--- src/hw/tape_console_pkg.sv ---
// Shared constants and types for the tape console alarm and control logic
package tape_console_pkg;

  // Block address is two BCD digits
  localparam int              BLOCK_W           = 8;
  localparam logic [7:0]      BLOCK_BLANK       = 8'h00;

  // Line retry limits
  localparam int              RETRY_W           = 2;
  localparam logic [1:0]      WRITE_TRIES       = 2'h3;
  localparam logic [1:0]      READ_TRIES        = 2'h3;
  // Attempt index from which the second tape area is used
  localparam logic [1:0]      WRITE_AREA_B_TRY  = 2'h1;

  // Edit mode insertion limit
  localparam int              INSERT_W          = 6;
  localparam logic [5:0]      INSERT_LIMIT      = 6'h32;
  localparam logic [5:0]      INSERT_MAX        = 6'h3f;

  // Lamp flash timing
  localparam int              CLK_MHZ           = 250;
  localparam int              FLASH_HALF_MS     = 250;
  localparam int              FLASH_HALF_CYCLES = FLASH_HALF_MS * CLK_MHZ * 1000;
  localparam int              FLASH_W           = 26;

  typedef enum logic [1:0] {
    UNLOAD_IDLE,
    UNLOAD_REWIND,
    UNLOAD_RELEASE
  } unload_state_e;

  typedef enum logic [1:0] {
    END_IDLE,
    END_ADVANCE,
    END_MARK,
    END_REVERSE
  } end_state_e;

endpackage : tape_console_pkg

--- src/hw/tape_console_alarm_control.sv ---
// Console supervision: unload, displays, station lamps and error alarms
// Operation
// - Unload button rewinds, then releases door
// - Each display shows block being read, primary only while not recording
// - Primary shows write block; idle blanks display
// - Record lamp lit only while set to write
// - Read lamp lit only while set to read
// - Three write attempts on two areas
// - Write error locks, alarms, flashes write lamp
// - Tape end: alarm, advance, write end mark
// - Then reverse to last line, lamp off
// - Three read attempts, then lock and alarm
// - Clear after read error empties buffer, unlocks
// - Forward search miss starts reverse search
// - Target beyond end mark locks and alarms
// - Edit mode alarms on forbidden operator actions
// - End mark in edit mode leaves edit
// - Over 50 inserted characters locks and alarms
// - Edit alarms latch until clear key
// - Every error class sounds; only write, read, search and insert errors flash a lamp
// - Clear ends page lock, reloads line counter
`timescale 1ns/1ns
`default_nettype none

module tape_console_alarm_control
  import tape_console_pkg::*;
#(
  parameter int FLASH_HALF = FLASH_HALF_CYCLES
) (
  input  wire logic               clk_sys_in,
  input  wire logic               rst_n_in,
  input  wire logic [1:0]         unload_btn_in,
  input  wire logic [1:0]         rewind_done_in,
  input  wire logic [1:0]         read_active_in,
  input  wire logic               write_active_in,
  input  wire logic [BLOCK_W-1:0] read_block0_in,
  input  wire logic [BLOCK_W-1:0] read_block1_in,
  input  wire logic [BLOCK_W-1:0] write_block_in,
  input  wire logic               record_mode_in,
  input  wire logic               play_mode_in,
  input  wire logic               search_mode_in,
  input  wire logic               write_fail_in,
  input  wire logic               write_ok_in,
  input  wire logic               read_fail_in,
  input  wire logic               read_ok_in,
  input  wire logic               near_tape_end_mark_in,
  input  wire logic               tape_end_in,
  input  wire logic               past_hole_in,
  input  wire logic               mark_written_in,
  input  wire logic               last_line_in,
  input  wire logic               search_miss_in,
  input  wire logic [BLOCK_W-1:0] target_block_in,
  input  wire logic [BLOCK_W-1:0] mark_block_in,
  input  wire logic               edit_enter_in,
  input  wire logic               end_of_recording_mark_in,
  input  wire logic               dup_select_in,
  input  wire logic               margin_select_in,
  input  wire logic               search_start_in,
  input  wire logic               char_insert_in,
  input  wire logic               line_done_in,
  input  wire logic               page_end_in,
  input  wire logic               alarm_clear_in,
  output logic [1:0]              rewind_out,
  output logic [1:0]              door_release_out,
  output logic [BLOCK_W-1:0]      display0_out,
  output logic [BLOCK_W-1:0]      display1_out,
  output logic [1:0]              display_blank_out,
  output logic                    record_lamp_out,
  output logic [1:0]              read_lamp_out,
  output logic                    write_mode_key_lamp_out,
  output logic                    readback_key_lamp_out,
  output logic                    seek_key_lamp_out,
  output logic                    edit_mode_key_lamp_out,
  output logic                    edit_mode_out,
  output logic                    alarm_out,
  output logic                    keyboard_lock_out,
  output logic                    playback_lock_out,
  output logic                    write_retry_out,
  output logic                    write_area_out,
  output logic                    read_retry_out,
  output logic                    reverse_search_out,
  output logic                    buffer_clear_out,
  output logic                    line_count_reload_out,
  output logic                    tape_advance_out,
  output logic                    write_mark_out,
  output logic                    tape_reverse_out
);

  localparam logic [FLASH_W-1:0] FLASH_LAST = FLASH_W'(FLASH_HALF - 1);

  typedef struct packed {
    end_state_e         end_st;
    logic [RETRY_W-1:0] wr_try;
    logic [RETRY_W-1:0] rd_try;
    logic [INSERT_W-1:0] ins_cnt;
    logic [FLASH_W-1:0] flash_cnt;
    logic               flash;
    logic               wr_err;
    logic               rd_err;
    logic               srch_err;
    logic               edit_ovf;
    logic               edit_alarm;
    logic               end_alarm;
    logic               end_done;
    logic               page_lock;
    logic               edit_mode;
    logic [BLOCK_W-1:0] disp0;
    logic [BLOCK_W-1:0] disp1;
    logic [1:0]         blank;
    logic               rec_lamp;
    logic [1:0]         rd_lamp;
    logic               wr_key;
    logic               rb_key;
    logic               seek_key;
    logic               edit_key;
    logic               alarm;
    logic               kb_lock;
    logic               pb_lock;
    logic               wr_retry;
    logic               wr_area;
    logic               rd_retry;
    logic               rev_search;
    logic               buf_clear;
    logic               lc_reload;
    logic               advance;
    logic               write_mark;
    logic               reverse;
  } console_s;

  console_s st;
  console_s next_st;

  logic [1:0] unload_start;

  function automatic logic last_try(input logic [RETRY_W-1:0] cnt,
                                    input logic [RETRY_W-1:0] tries);
    last_try = (cnt == tries - 2'h1);
  endfunction : last_try

  // Error overrides the steady indication with the flash phase
  function automatic logic key_lamp(input logic err,
                                    input logic phase,
                                    input logic steady);
    key_lamp = err ? phase : steady;
  endfunction : key_lamp

  // Rewinding is an edit-mode violation, so it is blocked there
  assign unload_start = unload_btn_in & {2{~st.edit_mode}};

  for (genvar i = 0; i < 2; i++) begin : g_unload
    unload_sequencer u_unload (
      .clk_sys_in       (clk_sys_in),
      .rst_n_in         (rst_n_in),
      .start_in         (unload_start[i]),
      .rewind_done_in   (rewind_done_in[i]),
      .rewind_out       (rewind_out[i]),
      .door_release_out (door_release_out[i])
    );
  end

  always_comb begin
    logic recording;
    logic locked;
    recording = 1'b0;
    locked    = 1'b0;
    next_st            = st;
    next_st.wr_retry   = 1'b0;
    next_st.rd_retry   = 1'b0;
    next_st.rev_search = 1'b0;
    next_st.buf_clear  = 1'b0;
    next_st.lc_reload  = 1'b0;

    // Flash phase runs free so all lamps blink in step
    if (st.flash_cnt == FLASH_LAST) begin
      next_st.flash_cnt = '0;
      next_st.flash     = ~st.flash;
    end else begin
      next_st.flash_cnt = st.flash_cnt + FLASH_W'(1);
    end

    // Clear first; events later in this process win over it
    if (alarm_clear_in) begin
      next_st.wr_err     = 1'b0;
      next_st.rd_err     = 1'b0;
      next_st.srch_err   = 1'b0;
      next_st.edit_ovf   = 1'b0;
      next_st.edit_alarm = 1'b0;
      next_st.end_alarm  = 1'b0;
      next_st.page_lock  = 1'b0;
      next_st.lc_reload  = 1'b1;
      next_st.wr_try     = '0;
      next_st.rd_try     = '0;
      next_st.wr_area    = 1'b0;
      next_st.ins_cnt    = '0;
      if (st.rd_err) begin
        next_st.buf_clear = 1'b1;
      end
    end

    if (page_end_in) begin
      next_st.page_lock = 1'b1;
    end

    // Write retries: first attempt on area A, the rest on area B
    if (write_ok_in) begin
      next_st.wr_try  = '0;
      next_st.wr_area = 1'b0;
    end else if (write_fail_in && !st.wr_err) begin
      if (last_try(next_st.wr_try, WRITE_TRIES)) begin
        next_st.wr_err  = 1'b1;
        next_st.wr_try  = '0;
        next_st.wr_area = 1'b0;
      end else begin
        next_st.wr_try   = next_st.wr_try + RETRY_W'(1);
        next_st.wr_retry = 1'b1;
        next_st.wr_area  = (next_st.wr_try >= WRITE_AREA_B_TRY);
      end
    end

    if (read_ok_in) begin
      next_st.rd_try = '0;
    end else if (read_fail_in && !st.rd_err) begin
      if (last_try(next_st.rd_try, READ_TRIES)) begin
        next_st.rd_err = 1'b1;
        next_st.rd_try = '0;
      end else begin
        next_st.rd_try   = next_st.rd_try + RETRY_W'(1);
        next_st.rd_retry = 1'b1;
      end
    end

    // BCD digits compare correctly as plain unsigned values
    if (search_miss_in) begin
      if (target_block_in > mark_block_in) begin
        next_st.srch_err = 1'b1;
      end else begin
        next_st.rev_search = 1'b1;
      end
    end

    // Tape end recovery while recording
    case (st.end_st)
      END_IDLE: begin
        if (record_mode_in && (near_tape_end_mark_in || tape_end_in)) begin
          next_st.end_st    = END_ADVANCE;
          next_st.end_alarm = 1'b1;
          next_st.advance   = 1'b1;
        end
      end
      END_ADVANCE: begin
        if (past_hole_in) begin
          next_st.end_st     = END_MARK;
          next_st.advance    = 1'b0;
          next_st.write_mark = 1'b1;
        end
      end
      END_MARK: begin
        if (mark_written_in) begin
          next_st.end_st     = END_REVERSE;
          next_st.write_mark = 1'b0;
          next_st.reverse    = 1'b1;
        end
      end
      END_REVERSE: begin
        if (last_line_in) begin
          next_st.end_st   = END_IDLE;
          next_st.reverse  = 1'b0;
          next_st.end_done = 1'b1;
        end
      end
      default: begin
        next_st.end_st     = END_IDLE;
        next_st.advance    = 1'b0;
        next_st.write_mark = 1'b0;
        next_st.reverse    = 1'b0;
      end
    endcase
    // Lamp stays off until record mode is left and re-entered
    if (!record_mode_in) begin
      next_st.end_done = 1'b0;
    end

    // Edit mode and its alarms
    if (edit_enter_in) begin
      next_st.edit_mode = 1'b1;
      next_st.ins_cnt   = '0;
    end
    if (st.edit_mode) begin
      if (dup_select_in || margin_select_in || search_start_in
          || (unload_btn_in != 2'h0)) begin
        next_st.edit_alarm = 1'b1;
      end
      if (line_done_in) begin
        next_st.ins_cnt = '0;
      end else if (char_insert_in && next_st.ins_cnt != INSERT_MAX) begin
        next_st.ins_cnt = next_st.ins_cnt + INSERT_W'(1);
        if (next_st.ins_cnt > INSERT_LIMIT) begin
          next_st.edit_ovf = 1'b1;
        end
      end
      if (end_of_recording_mark_in) begin
        next_st.edit_mode = 1'b0;
        next_st.ins_cnt   = '0;
      end
    end

    // Displays and station lamps
    recording = record_mode_in && write_active_in;
    next_st.disp0 = recording ? write_block_in : read_block0_in;
    next_st.disp1 = read_block1_in;
    next_st.blank[0] = !(recording || read_active_in[0]);
    next_st.blank[1] = !read_active_in[1];
    if (next_st.blank[0]) begin
      next_st.disp0 = BLOCK_BLANK;
    end
    if (next_st.blank[1]) begin
      next_st.disp1 = BLOCK_BLANK;
    end
    next_st.rec_lamp = write_active_in;
    next_st.rd_lamp  = read_active_in;

    // Key lamps follow the latches of this same cycle
    next_st.wr_key = key_lamp(next_st.wr_err, next_st.flash,
                              record_mode_in && !next_st.end_done);
    next_st.rb_key = key_lamp(next_st.rd_err, next_st.flash, play_mode_in);
    next_st.seek_key = key_lamp(next_st.srch_err, next_st.flash,
                                search_mode_in);
    next_st.edit_key = key_lamp(next_st.edit_ovf, next_st.flash,
                                next_st.edit_mode);

    // Sound comes from the lamp latches plus the edit and tape end alarms, which light no lamp
    next_st.alarm = next_st.wr_err || next_st.rd_err || next_st.srch_err
                    || next_st.edit_ovf || next_st.edit_alarm
                    || next_st.end_alarm;
    locked = next_st.wr_err || next_st.srch_err || next_st.page_lock;
    next_st.kb_lock = locked || next_st.rd_err || next_st.edit_ovf;
    next_st.pb_lock = locked;
  end

  always_ff @(posedge clk_sys_in or negedge rst_n_in) begin
    if (!rst_n_in) begin
      st <= '0;
    end else begin
      st <= next_st;
    end
  end

  assign display0_out            = st.disp0;
  assign display1_out            = st.disp1;
  assign display_blank_out       = st.blank;
  assign record_lamp_out         = st.rec_lamp;
  assign read_lamp_out           = st.rd_lamp;
  assign write_mode_key_lamp_out = st.wr_key;
  assign readback_key_lamp_out   = st.rb_key;
  assign seek_key_lamp_out       = st.seek_key;
  assign edit_mode_key_lamp_out  = st.edit_key;
  assign edit_mode_out           = st.edit_mode;
  assign alarm_out               = st.alarm;
  assign keyboard_lock_out       = st.kb_lock;
  assign playback_lock_out       = st.pb_lock;
  assign write_retry_out         = st.wr_retry;
  assign write_area_out          = st.wr_area;
  assign read_retry_out          = st.rd_retry;
  assign reverse_search_out      = st.rev_search;
  assign buffer_clear_out        = st.buf_clear;
  assign line_count_reload_out   = st.lc_reload;
  assign tape_advance_out        = st.advance;
  assign write_mark_out          = st.write_mark;
  assign tape_reverse_out        = st.reverse;

endmodule : tape_console_alarm_control
`default_nettype wire

--- src/hw/unload_sequencer.sv ---
// Rewind then door release sequence for one tape transport
`timescale 1ns/1ns
`default_nettype none

module unload_sequencer
  import tape_console_pkg::*;
(
  input  wire logic clk_sys_in,
  input  wire logic rst_n_in,
  input  wire logic start_in,
  input  wire logic rewind_done_in,
  output logic      rewind_out,
  output logic      door_release_out
);

  typedef struct packed {
    unload_state_e state;
    logic          rewind;
    logic          door;
  } unload_s;

  unload_s st;
  unload_s next_st;

  always_comb begin
    next_st         = st;
    next_st.door    = 1'b0;
    case (st.state)
      UNLOAD_IDLE: begin
        if (start_in) begin
          next_st.state  = UNLOAD_REWIND;
          next_st.rewind = 1'b1;
        end
      end
      UNLOAD_REWIND: begin
        // Door opens only after the rewind is reported complete
        if (rewind_done_in) begin
          next_st.state   = UNLOAD_RELEASE;
          next_st.rewind  = 1'b0;
          next_st.door    = 1'b1;
        end
      end
      UNLOAD_RELEASE: begin
        next_st.state = UNLOAD_IDLE;
      end
      default: begin
        next_st = '0;
      end
    endcase
  end

  always_ff @(posedge clk_sys_in or negedge rst_n_in) begin
    if (!rst_n_in) begin
      st <= '0;
    end else begin
      st <= next_st;
    end
  end

  assign rewind_out       = st.rewind;
  assign door_release_out = st.door;

endmodule : unload_sequencer
`default_nettype wire

--- config.mk ---
export PLATFORM = sky130hd
export DESIGN_NAME = tape_console_alarm_control
export DESIGN_NICKNAME = d
export VERILOG_FILES = /design/src/hw/tape_console_pkg.sv /design/src/hw/tape_console_alarm_control.sv /design/src/hw/unload_sequencer.sv
export SDC_FILE = /design/constraint.sdc
export NUM_CORES = 1
export LEC_CHECK = 0
export BUFFER_PORTS_ARGS = -buffer_cell sky130_fd_sc_hd__buf_4
export CAP_MARGIN = 30
export CORE_MARGIN = 3
export CORE_UTILIZATION = 40
export DETAILED_ROUTE_END_ITERATION = 7
export GPL_ROUTABILITY_DRIVEN = 0
export PLACE_DENSITY = 0.64
export SYNTH_ARGS = -nofsm -noshare
export SYNTH_HDL_FRONTEND = slang
export SYNTH_HIERARCHICAL = 1
export SYNTH_SLANG_ARGS = --single-unit
--- constraint.sdc ---
create_clock -name clk_sys_in -period 2.7 [get_ports clk_sys_in]
set_input_delay 0.135 -clock clk_sys_in [delete_from_list [all_inputs] [get_ports clk_sys_in]]
set_output_delay 0.135 -clock clk_sys_in [all_outputs]
set_load 0.03 [all_outputs]
After elaboration in Yosys (flattened, before gate mapping)
Cells that the tools add are included.
W data, S select, Z words.
- bits in registers: 93
- input bits: 71
- output and inout bits: 42
- logic and storage cells: 194
- $add $sub $neg: 4
- order comparisons: 3
- equality and inequality tests: 19
- mux-type cells: 80
- bitwise operators: 5
- reductions and logical operators: 41
- operator list (kind ; number):
    $mux W1 ; 42
    $mux W6 ; 6
    $mux W2 ; 15
    $add A26 B1 Y26 const B ; 1
    $eq A26 B26 Y1 const B ; 1
    $mux W26 ; 1
    $mux W8 ; 3
    $ne A2 B2 Y1 const B ; 8
    $reduce_and A3 Y1 ; 5
    $logic_or A1 B1 Y1 ; 14
    $eq A2 B2 Y1 const B ; 6
    $mux W10 ; 1
    $gt A8 B8 Y1 ; 1
    $mux W4 ; 2
    $pmux W2 S2 ; 2
    $pmux W2 S4 ; 1
    $reduce_bool A2 Y1 ; 4
    $add A6 B1 Y6 const B ; 1
    $eq A2 B1 Y1 const B ; 3
    $gt A6 B6 Y1 const B ; 1
    $logic_and A1 B1 Y1 ; 6
    $logic_not A2 Y1 ; 3
    $mux W3 ; 2
    $ne A6 B6 Y1 const B ; 1
    other kinds (10) ; 22

Longest topological paths before layout
Gate-level depths: netlist (run 1).
- depth in word-level cells: 11
- gate-level depth with buffers: 10

Hierarchy
The synthesis (run 1) kept the hierarchy.
- modules (own cells, without submodules) (module ; instances ; cells each ; area each (um^2) ; sequential area each (um^2)):
    tape_console_alarm_control ; 1 ; 405 ; 4096.4 ; 2127.0
    unload_sequencer ; 2 ; 13 ; 148.9 ; 100.1

Worst setup path before layout (run 1)
OpenSTA, ideal clock, no wires.
- path kind: input to register
- start: in alarm_clear_in
- end: reg st (netlist bit edit_mode_key_lamp_out)
- arrival: 1.923 ns
- data required time: 2.575 ns
- slack: 0.653 ns
- cell stages on the path: 9
- path buffers: 1
- cells stage by stage: clkbuf_1 -> nor2_1 -> and2_1 -> ha_1 -> nand3_1 -> xor2_1 -> nor3_1 -> a31o_2 -> mux2_2
- RTL lines (element ; RTL line ; source):
    start: declaration ; tape_console_alarm_control.sv:62 ; input wire logic alarm_clear_in,
    end signal: assignment ; tape_console_alarm_control.sv:344 ; st <= next_st;
    end: declaration ; tape_console_alarm_control.sv:130 ; console_s st;

==> out/results.ini, run 1 <==
[finish]
layout_common_cells = buf_4, dfrtp_1, nand2_1
multi_input_area_um2 = 1785
drive_gt1_frac = 0.2611
layout_commonest_cell = buf_4
area_growth_pct = 31.04
ff_latch_area_um2 = 2327
fill_cells = 904
finalNetCount = 645
antennaDiodeCount = 0

[worst_setup_path]
path_max_fanout = 19
worstPathRequired_ns = 2.99
crit_arrival_ns = 2.81
cp-endpoint = st[78]$_DFF_PN0_
start_kind = primary input
path_class = primary input to flip-flop
crit_path_top_delay_cell = dlygate4sd3_1
reg2reg_to = st[78]$_DFF_PN0_
crit_path_end_kind = flip-flop
worstPathCellList = dlygate4sd3_1 -> buf_4 -> nor2_1 -> and2_1 -> ha_1 -> nand4_1 -> a21oi_1 -> a31oi_1 -> o32ai_1 -> dlygate4sd3_1
crit_top_cell = dlygate4sd3_1
r2r_start = st[76]$_DFF_PN0_
worst_r2r_path_depth = 6
critPathMaxStageDelay_ns = 0.59
r2r_setup_slack_ns = 0.35
cp-startpoint = alarm_clear_in

[timing]
period_needed_ns = 2.517
hold_violations = 0
max_slew_margin = 0.5118
worst-slew-pin-transition_ns = 0.7262
finalSetupViolations = 0
fin_tns_setup_ns = 0
slew_violations = 0
final.period_utilization = 0.9322
clock_skew_ns = 0.007787
whs_ns = 0.03384
clock.fmax_mhz = 397.3
rsz0062_at_grt = no

[yosys]
ys_seq_elements = 93
syn_area_um2 = 4394
synth_ff_type = dfrtp_1
syn_nets = 518
ys_warn_count = 6
yosysSeqAreaShare = 0.5296
async_flop_share = 1.000
postSynthAreaPerCell_um2 = 10.20
synthCells = 431
ys_types = 53
synth_edf_count = 0

[floorplanning]
dieArea_um2 = 12280
ioPinCount = 113
fp.dieW_um = 110.8
start_util = 0.4181
die_y_um = 110.8
rows = 37
core_area_um2 = 10510

[clocking]
h-tree-depth = 3
numCtsBuffers = 9
tritoncts = done
clockBufferDepth = 2
numClockSinks = 93
clockRootBuffer = clkbuf_8
worstSkewPairLatency_ns = 0.35
clk_pin_slew_ns = 0.09

[global_routing]
grt_usage = 0.1520
grt_max_degree = 52
globalRoute.totalOverflow = 0
grt_pass1_vias = 3422
grt_pass1_wl_um = 15510
antenna_found_initial = 0

[drt]
drt_iter0_drc = 101
wl_per_cell_um = 13.31
routed_wirelength_um = 9307
route.detailed.drc = 0
viasPerCell = 4.777
drtAntennaViolNets = 0
vias = 3339
first_pass_iters = 4

[run]
maxCapViolations = 0

[outcome]
outcome = complete, no violations

[placed_design]
hpwl_um = 6748
portBuffers = 112

[worst_hold_path]
min_path_type = primary input to flip-flop

[power]
ir_drop_v = 0.0003533
power.density_nw_per_um2 = 598.3
p_leak_nw = 2.818

-- where the power goes --
part           total [mW]  leakage [nW]  internal (mW)  switching, mW
Sequential           1.63          1.19           1.53         0.0945
Clock                1.01         0.110          0.526          0.483
Combinational       0.810          1.52          0.347          0.463
Total                3.45          2.82           2.40           1.04
-- cells by family (layout without fill, tap and decap cells) --
kind of cell    Yosys count  in the layout  synth area share
flops                    93             93            0.5296
fa+ha+maj                16             16           0.04556
mux                       6              6           0.01452
buf+inv                  55            187           0.06407
xor+xnor                 24             24           0.04954
simple gates            168            168            0.1979
compound gates           69             69           0.09881
-- flip-flops by register name, summed over array words and instances, names as in the netlist, 2 cells and up --
signal / count
display1_out: 8
g_unload.u_unload/st: 4
g_unload.u_unload/rewind_out: 2
display_blank_out: 2
display0_out: 8
st: 47
read_lamp_out: 2
g_unload.u_unload/door_release_out: 2
-- cell type report --
class / count / share of cell area
Clock buffer: 9 / 0.02151
Multi-Input combinational cell: 283 / 0.3101
Sequential cell: 93 / 0.4042
Clock inverter: 7 / 0.01717
Tap cell: 136 / 0.02955
Timing Repair Buffer: 144 / 0.1999
Inverter: 27 / 0.01760
-- metrics by stage --
step	area [um2]	cells	power (mW)	util	worst slack, ns
after global routing	5758	699	3.646	0.5479	0.01525
after detailed placement	5255	655	2.442	0.5001	0.4396
after global placement	5255	655	2.422	0.5001	0.5100
after CTS	5758	699	3.500	0.5479	0.2483
after floorplan	4394	431	2.124	-	0.6528
final	5758	699	3.445	0.5479	0.1831
-- critical path, delay by kind of cell --
kind / cells / cell delay [ns]
AO/OA/AOI/OAI: 3 / 0.47
AND/OR/NAND/NOR: 3 / 0.60
buffers and inverters: 3 / 1.34
adder cells (fa/ha/maj): 1 / 0.26
-- worst min-delay path by stage --
stage                            startpoint                         to  slack (ns)  depth (start not counted)
after floorplan                    rst_n_in        alarm_out$_DFF_PN0_       -0.16                          0
after global placement             rst_n_in           st[65]$_DFF_PN0_        0.20                          1
after detailed placement           rst_n_in           st[56]$_DFF_PN0_        0.21                          1
after CTS                 write_block_in[2]  display0_out[2]$_DFF_PN0_       0.004                          3
after global routing      write_block_in[2]  display0_out[2]$_DFF_PN0_        0.01                          3
final                     write_block_in[2]  display0_out[2]$_DFF_PN0_        0.03                          3
-- cell usage after synthesis, drive strengths merged (2+ instances only) --
library cell | instances | area (um2)
xor2 | 18 | 165.2
xnor2 | 6 | 52.55
a21boi | 3 | 22.52
nand3 | 17 | 85.08
a31oi | 2 | 12.51
ha | 16 | 200.2
nor2b | 6 | 37.54
mux2 | 3 | 33.78
nor3 | 9 | 45.04
buf | 21 | 153.9
o21ai | 27 | 135.1
o2bb2ai | 4 | 35.03
and2 | 11 | 68.82
inv | 27 | 101.4
nand2 | 46 | 172.7
nor3b | 4 | 30.03
dfrtp | 93 | 2327
nor4 | 4 | 46.29
nand3b | 2 | 15.01
and3 | 6 | 37.54
o22ai | 2 | 12.51
clkbuf | 7 | 26.28
a21o | 4 | 30.03
nand2b | 3 | 18.77
and4 | 3 | 26.28
a21oi | 14 | 70.07
nand4 | 10 | 62.56
a22oi | 3 | 32.53
nor2 | 39 | 146.4
or3b | 2 | 17.52
mux2i | 3 | 30.03
-- metal layers --
metal  vias up  part of all wire  GRT usage
met4         0            0.0080    0.03530
met2        71              0.51     0.2702
met3         7             0.052    0.05022
met1      1561              0.43     0.1775
li1       1700                 -          -
met5         -                 0          0
-- repair_timing --
action	CTS	global route
setup endpoints to repair	0	0
gates resized for setup	0	0
hold endpoints to repair	82	0
buffers inserted	0	0
hold buffers	28	0
Note: power is estimated with default switching activity, not from simulation.
==> inputs of run 2 (changes only) <==
PLACE_DENSITY = default   (was 0.64)
PLACE_DENSITY_LB_ADDON = 0.1   (was default)
==> out/results.ini, run 2 (synthesized netlist as in run 1, its figures left out) <==
[outcome]
outcome = complete, no violations

[global_routing]
grt_max_degree = 61  ; +17%
grt_usage = 0.1645  ; +0.01253
globalRoute.totalOverflow = 0  ; unchanged
antenna_found_initial = 0  ; unchanged
grt_pass1_vias = 3424  ; +0.058%
grt_pass1_wl_um = 16580  ; +6.9%

[finish]
multi_input_area_um2 = 1785  ; unchanged
layout_common_cells = buf_4, dfrtp_1, nand2_1
antennaDiodeCount = 0  ; unchanged
top_register = st
layout_commonest_cell = buf_4
fill_cells = 947  ; +4.8%
area_growth_pct = 31.26
finalNetCount = 647  ; +0.31%
largest_reg_flops = 47  ; unchanged
ff_latch_area_um2 = 2327  ; unchanged
drive_gt1_frac = 0.2602  ; -0.0009243

[floorplanning]
rows = 37  ; unchanged
ioPinCount = 113  ; unchanged
fp.dieW_um = 110.8  ; unchanged
core_area_um2 = 10510  ; unchanged
start_util = 0.4181  ; unchanged
dieArea_um2 = 12280  ; unchanged
die_y_um = 110.8  ; unchanged

[timing]
period_needed_ns = 2.511  ; -0.006236 ns
whs_ns = 0.02864  ; -0.005200 ns
finalSetupViolations = 0  ; unchanged
final.period_utilization = 0.9299  ; -0.002310
rsz0062_at_grt = no
hold_violations = 0  ; unchanged
slew_violations = 0  ; unchanged
max_slew_margin = 0.4914  ; -0.02042
clock_skew_ns = 0.01174  ; +0.003955 ns
worst-slew-pin-transition_ns = 0.7629  ; +0.03667 ns
fin_tns_setup_ns = 0  ; unchanged
clock.fmax_mhz = 398.3  ; +0.25%

[clocking]
tritoncts = done
clockRootBuffer = clkbuf_8
clk_pin_slew_ns = 0.09  ; about the same
worstSkewPairLatency_ns = 0.36  ; about the same
cts-resized-gates = 0  ; unchanged
numCtsBuffers = 9  ; unchanged
post_cts_buffers = 0  ; unchanged
hold_buffers = 30  ; +7.1%
clockBufferDepth = 2  ; unchanged
numClockSinks = 93  ; unchanged
h-tree-depth = 3  ; unchanged

[worst_setup_path]
r2r_setup_slack_ns = 0.61  ; +0.26 ns
crit_arrival_ns = 2.76  ; -0.05 ns
path_max_fanout = 19  ; unchanged
path_class = primary input to flip-flop
worst_r2r_path_depth = 7  ; +1
worstPathRequired_ns = 2.95  ; -0.04 ns
crit_path_end_kind = flip-flop
reg2reg_to = edit_mode_key_lamp_out$_DFF_PN0_
r2r_start = st[73]$_DFF_PN0_
cp-startpoint = alarm_clear_in
start_kind = primary input

[worst_hold_path]
whs_endpoint = st[39]$_DFF_PN0_
holdPathStages = 2  ; -1
holdCritStartpoint = record_mode_in
min_path_type = primary input to flip-flop

[power]
p_leak_nw = 2.815  ; -0.11%
power.density_nw_per_um2 = 584.5  ; -2.3%
ir_drop_v = 0.0002917  ; -17%

[placed_design]
hpwl_um = 7057  ; +4.6%
portBuffers = 112  ; unchanged

[drt]
first_pass_iters = 4  ; unchanged
routed_wirelength_um = 9766  ; +4.9%
vias = 3406  ; +2.0%
drtAntennaViolNets = 0  ; unchanged
viasPerCell = 4.859  ; +1.7%
drt_iter0_drc = 136  ; +35%
route.detailed.drc = 0  ; unchanged
wl_per_cell_um = 13.93  ; +4.6%

[run]
maxCapViolations = 0  ; unchanged

run 2: changes by cell type in the layout (fill, tap and decap cells not counted), sizes merged:
| cell | change |
|---|---|
| clkbuf | +1 |
| clkinvlp | +2 |
| clkinv | -1 |
| bufinv | -1 |
| inv | -1 |
| dlygate4sd3 | +2 |
run 2: power breakdown:
group          total [mW]  switching, mW  leakage (nW)  internal (mW)
sequential           1.63         0.0964          1.19           1.53
combinational       0.821          0.468          1.53          0.353
clock               0.922          0.473        0.0943          0.449
run 2: stage by stage:
stage	setup slack [ns]	instance area, um2	total power [mW]	std cells	util
2_1_floorplan	0.6528	4394	2.124	431	-
3_3_place_gp	0.5257	5268	2.428	655	0.5013
3_5_place_dp	0.4135	5268	2.451	655	0.5013
4_1_cts	0.2400	5768	3.439	701	0.5489
5_1_grt	0.1066	5768	3.596	701	0.5489
6_report	0.1893	5768	3.371	701	0.5489
run 2: worst max path at each step:
stage | slack [ns] | endpoint
after floorplan | 0.65 | edit_mode_key_lamp_out$_DFF_PN0_
after global placement | 0.53 | edit_mode_key_lamp_out$_DFF_PN0_
after detailed placement | 0.41 | edit_mode_key_lamp_out$_DFF_PN0_
after CTS | 0.24 | edit_mode_key_lamp_out$_DFF_PN0_
after global routing | 0.11 | edit_mode_key_lamp_out$_DFF_PN0_
final | 0.19 | edit_mode_key_lamp_out$_DFF_PN0_
run 2: final cells by class:
| cell class | instances | area share |
|---|---|---|
| Inverter | 27 | 0.01757 |
| Clock buffer | 10 | 0.02386 |
| Multi-Input combinational cell | 283 | 0.3095 |
| Clock inverter | 6 | 0.01085 |
| Timing Repair Buffer | 146 | 0.2052 |
| Sequential cell | 93 | 0.4035 |
| Tap cell | 136 | 0.02950 |
run 2: per-layer routing:
| layer | share of wire | vias to the layer above | GRT usage |
|---|---|---|---|
| li1 | - | 1705 | - |
| met1 | 0.45 | 1613 | 0.2163 |
| met2 | 0.50 | 80 | 0.2694 |
| met3 | 0.043 | 8 | 0.04039 |
| met4 | 0.010 | 0 | 0.04926 |
| met5 | 0 | - | 0 |
run 2: worst max-delay path, cell delays in order:
cell and delay [ns]:
dlygate4sd3_1 0.53, buf_4 0.20, nor2_1 0.24, and2_1 0.24, ha_1 0.28, nand3_1 0.12, xor2_1 0.15, nor3_1 0.30
a31o_2 0.22, mux2_2 0.33
==> inputs of run 3 (changes only) <==
MAX_ROUTING_LAYER = met4   (was default)
TNS_END_PERCENT = 50   (was default)
==> out/results.ini, run 3 (synthesized netlist as in run 1, its figures left out) <==
[worst_setup_path]
critPathMaxStageDelay_ns = 0.53  ; about the same
worstPathCellList = dlygate4sd3_1 -> buf_4 -> nor2_1 -> and2_1 -> ha_1 -> nand3_1 -> xor2_1 -> nor3_1 -> a31o_2 -> mux2_2
start_kind = primary input
timing.critical_path.buf_inv = 2  ; unchanged
path_max_fanout = 19  ; unchanged
crit_path_top_delay_cell = dlygate4sd3_1
path_class = primary input to flip-flop
worstPathRequired_ns = 2.95  ; about the same
critPathTopFamily = simple AND/OR/NAND/NOR gates
crit_path_end_kind = flip-flop
crit_arrival_ns = 2.75  ; about the same

[drt]
met3RoutedLength_um = 385  ; -9.0%
route.detailed.drc = 0  ; unchanged
route.met2.wl_um = 4841  ; -0.41%
viasPerCell = 4.839  ; -0.41%
vias = 3392  ; -0.41%
routed_wirelength_um = 9753  ; -0.13%
drt_iter0_drc = 144  ; +5.9%
wl_per_cell_um = 13.91  ; -0.13%
top_layer = met4
first_pass_iters = 6  ; +2
drtAntennaViolNets = 0  ; unchanged
m1WireLength_um = 4427  ; +1.1%

[power]
power.internal_mw = 2.334  ; about the same
switching_share = 0.3085  ; +0.0007286
ir_drop_v = 0.0002918  ; about the same
p_seq_frac = 0.482  ; about the same
pwr-share-comb = 0.244  ; about the same
power.density_nw_per_um2 = 585.1  ; +0.11%
p_leak_nw = 2.815  ; unchanged
p_clk_frac = 0.274  ; about the same
power.switching_mw = 1.041  ; +0.34%

[floorplanning]
dieArea_um2 = 12280  ; unchanged
start_util = 0.4181  ; unchanged
die_y_um = 110.8  ; unchanged
ioPinCount = 113  ; unchanged
fp.dieW_um = 110.8  ; unchanged
core_area_um2 = 10510  ; unchanged
rows = 37  ; unchanged

[clocking]
clockBufferDepth = 2  ; unchanged
tritoncts = done
numCtsBuffers = 9  ; unchanged
worstSkewPairLatency_ns = 0.36  ; about the same
h-tree-depth = 3  ; unchanged
cts-resized-gates = 0  ; unchanged
numClockSinks = 93  ; unchanged
clockRootBuffer = clkbuf_8
clk_pin_slew_ns = 0.09  ; about the same

[timing]
slew_violations = 0  ; unchanged
max_slew_margin = 0.4892  ; -0.002228
clock_skew_ns = 0.01114  ; -0.0006003 ns
layout_setup_ws_ns = 0.2020  ; +0.01264 ns
finalSetupViolations = 0  ; unchanged
whs_ns = 0.02754  ; -0.001099 ns
final.period_utilization = 0.9252  ; -0.004681
rsz0062_at_grt = no
fin_tns_setup_ns = 0  ; unchanged
worst-slew-pin-transition_ns = 0.7662  ; +0.003342 ns
hold_violations = 0  ; unchanged
period_needed_ns = 2.498  ; -0.01264 ns
clock.fmax_mhz = 400.3  ; +0.51%

[worst_hold_path]
min_path_type = primary input to flip-flop

[placed_design]
hpwl_um = 7057  ; unchanged
portBuffers = 112  ; unchanged
place_ws_ns = 0.4135  ; unchanged
dpl_cell_area_um2 = 5268  ; unchanged

[finish]
stdcell_area_um2 = 5768  ; unchanged
finalNetCount = 647  ; unchanged
fill_cells = 947  ; unchanged
top_register = st
layout_common_cells = buf_4, dfrtp_1, nand2_1
antennaDiodeCount = 0  ; unchanged
multi_input_area_um2 = 1785  ; unchanged
layout_commonest_cell = buf_4
drive_gt1_frac = 0.2602  ; unchanged
largest_reg_flops = 47  ; unchanged
area_growth_pct = 31.26  ; unchanged
ff_latch_area_um2 = 2327  ; unchanged

[global_routing]
grt_max_degree = 61  ; unchanged
globalRoute.totalOverflow = 0  ; unchanged
grt_pass1_wl_um = 16590  ; about the same
grt_pass1_vias = 3422  ; -0.058%
grt_usage = 0.1692  ; +0.004715
antenna_found_initial = 0  ; unchanged

[run]
maxCapViolations = 0  ; unchanged

[outcome]
outcome = complete, no violations

-- run 3: metrics by stage --
stage	total power, mW	cells	util
floorplan	2.124	431	-
global placement	2.428	655	0.5013
detailed placement	2.451	655	0.5013
CTS	3.439	701	0.5489
global route	3.595	701	0.5489
finish	3.375	701	0.5489
-- run 3: path summary, 6_finish.rpt --
path	start	end	slack (ns)	depth (start not counted)
setup reg to reg	st[73]$_DFF_PN0_	edit_mode_key_lamp_out$_DFF_PN0_	0.63	7
hold reg to reg	st[38]$_DFF_PN0_	st[38]$_DFF_PN0_	0.48	1
max in group asynchronous	rst_n_in	tape_advance_out$_DFFE_PN0P_	1.65	3
hold / removal	record_mode_in	st[39]$_DFF_PN0_	0.03	2
setup / recovery	alarm_clear_in	edit_mode_key_lamp_out$_DFF_PN0_	0.20	10
min in group asynchronous	rst_n_in	st[68]$_DFF_PN0_	0.40	2
-- run 3: worst register-to-register path: cells and delay by family (launching register included) --
family,cells,cell delay [ns]
simple gates,3,0.62
flops,1,0.37
mux,1,0.33
fa+ha+maj,1,0.27
compound gates,1,0.22
xor+xnor,1,0.15
-- run 3: cell type report --
class                      instances  area share
multi-input combinational        283      0.3095
clock inverter                     6     0.01085
tap                              136     0.02950
timing repair buffer             146      0.2052
sequential                        93      0.4035
clock buffer                      10     0.02386
inverter                          27     0.01757
-- run 3: timing repair --
item / CTS / global route
buffers inserted: 0 / 0
setup endpoints to repair: 0 / 0
hold endpoints to repair: 92 / 0
hold buffers: 30 / 0
-- run 3: power by group through the flow --
stage / registers [mW] / logic, mW / clock network [mW]
floorplan: 1.76 / 0.362 / 0
global placement: 1.65 / 0.780 / 0
detailed placement: 1.65 / 0.797 / 0
CTS: 1.63 / 0.834 / 0.976
global route: 1.65 / 0.919 / 1.03
finish: 1.63 / 0.822 / 0.926
-- run 3: per-layer routing --
| layer | track usage | up-vias |
|---|---|---|
| li1 | - | 1707 |
| met1 | 0.2167 | 1603 |
| met2 | 0.2702 | 74 |
| met3 | 0.03876 | 8 |
| met4 | 0.04926 | 0 |
| met5 | - | - |
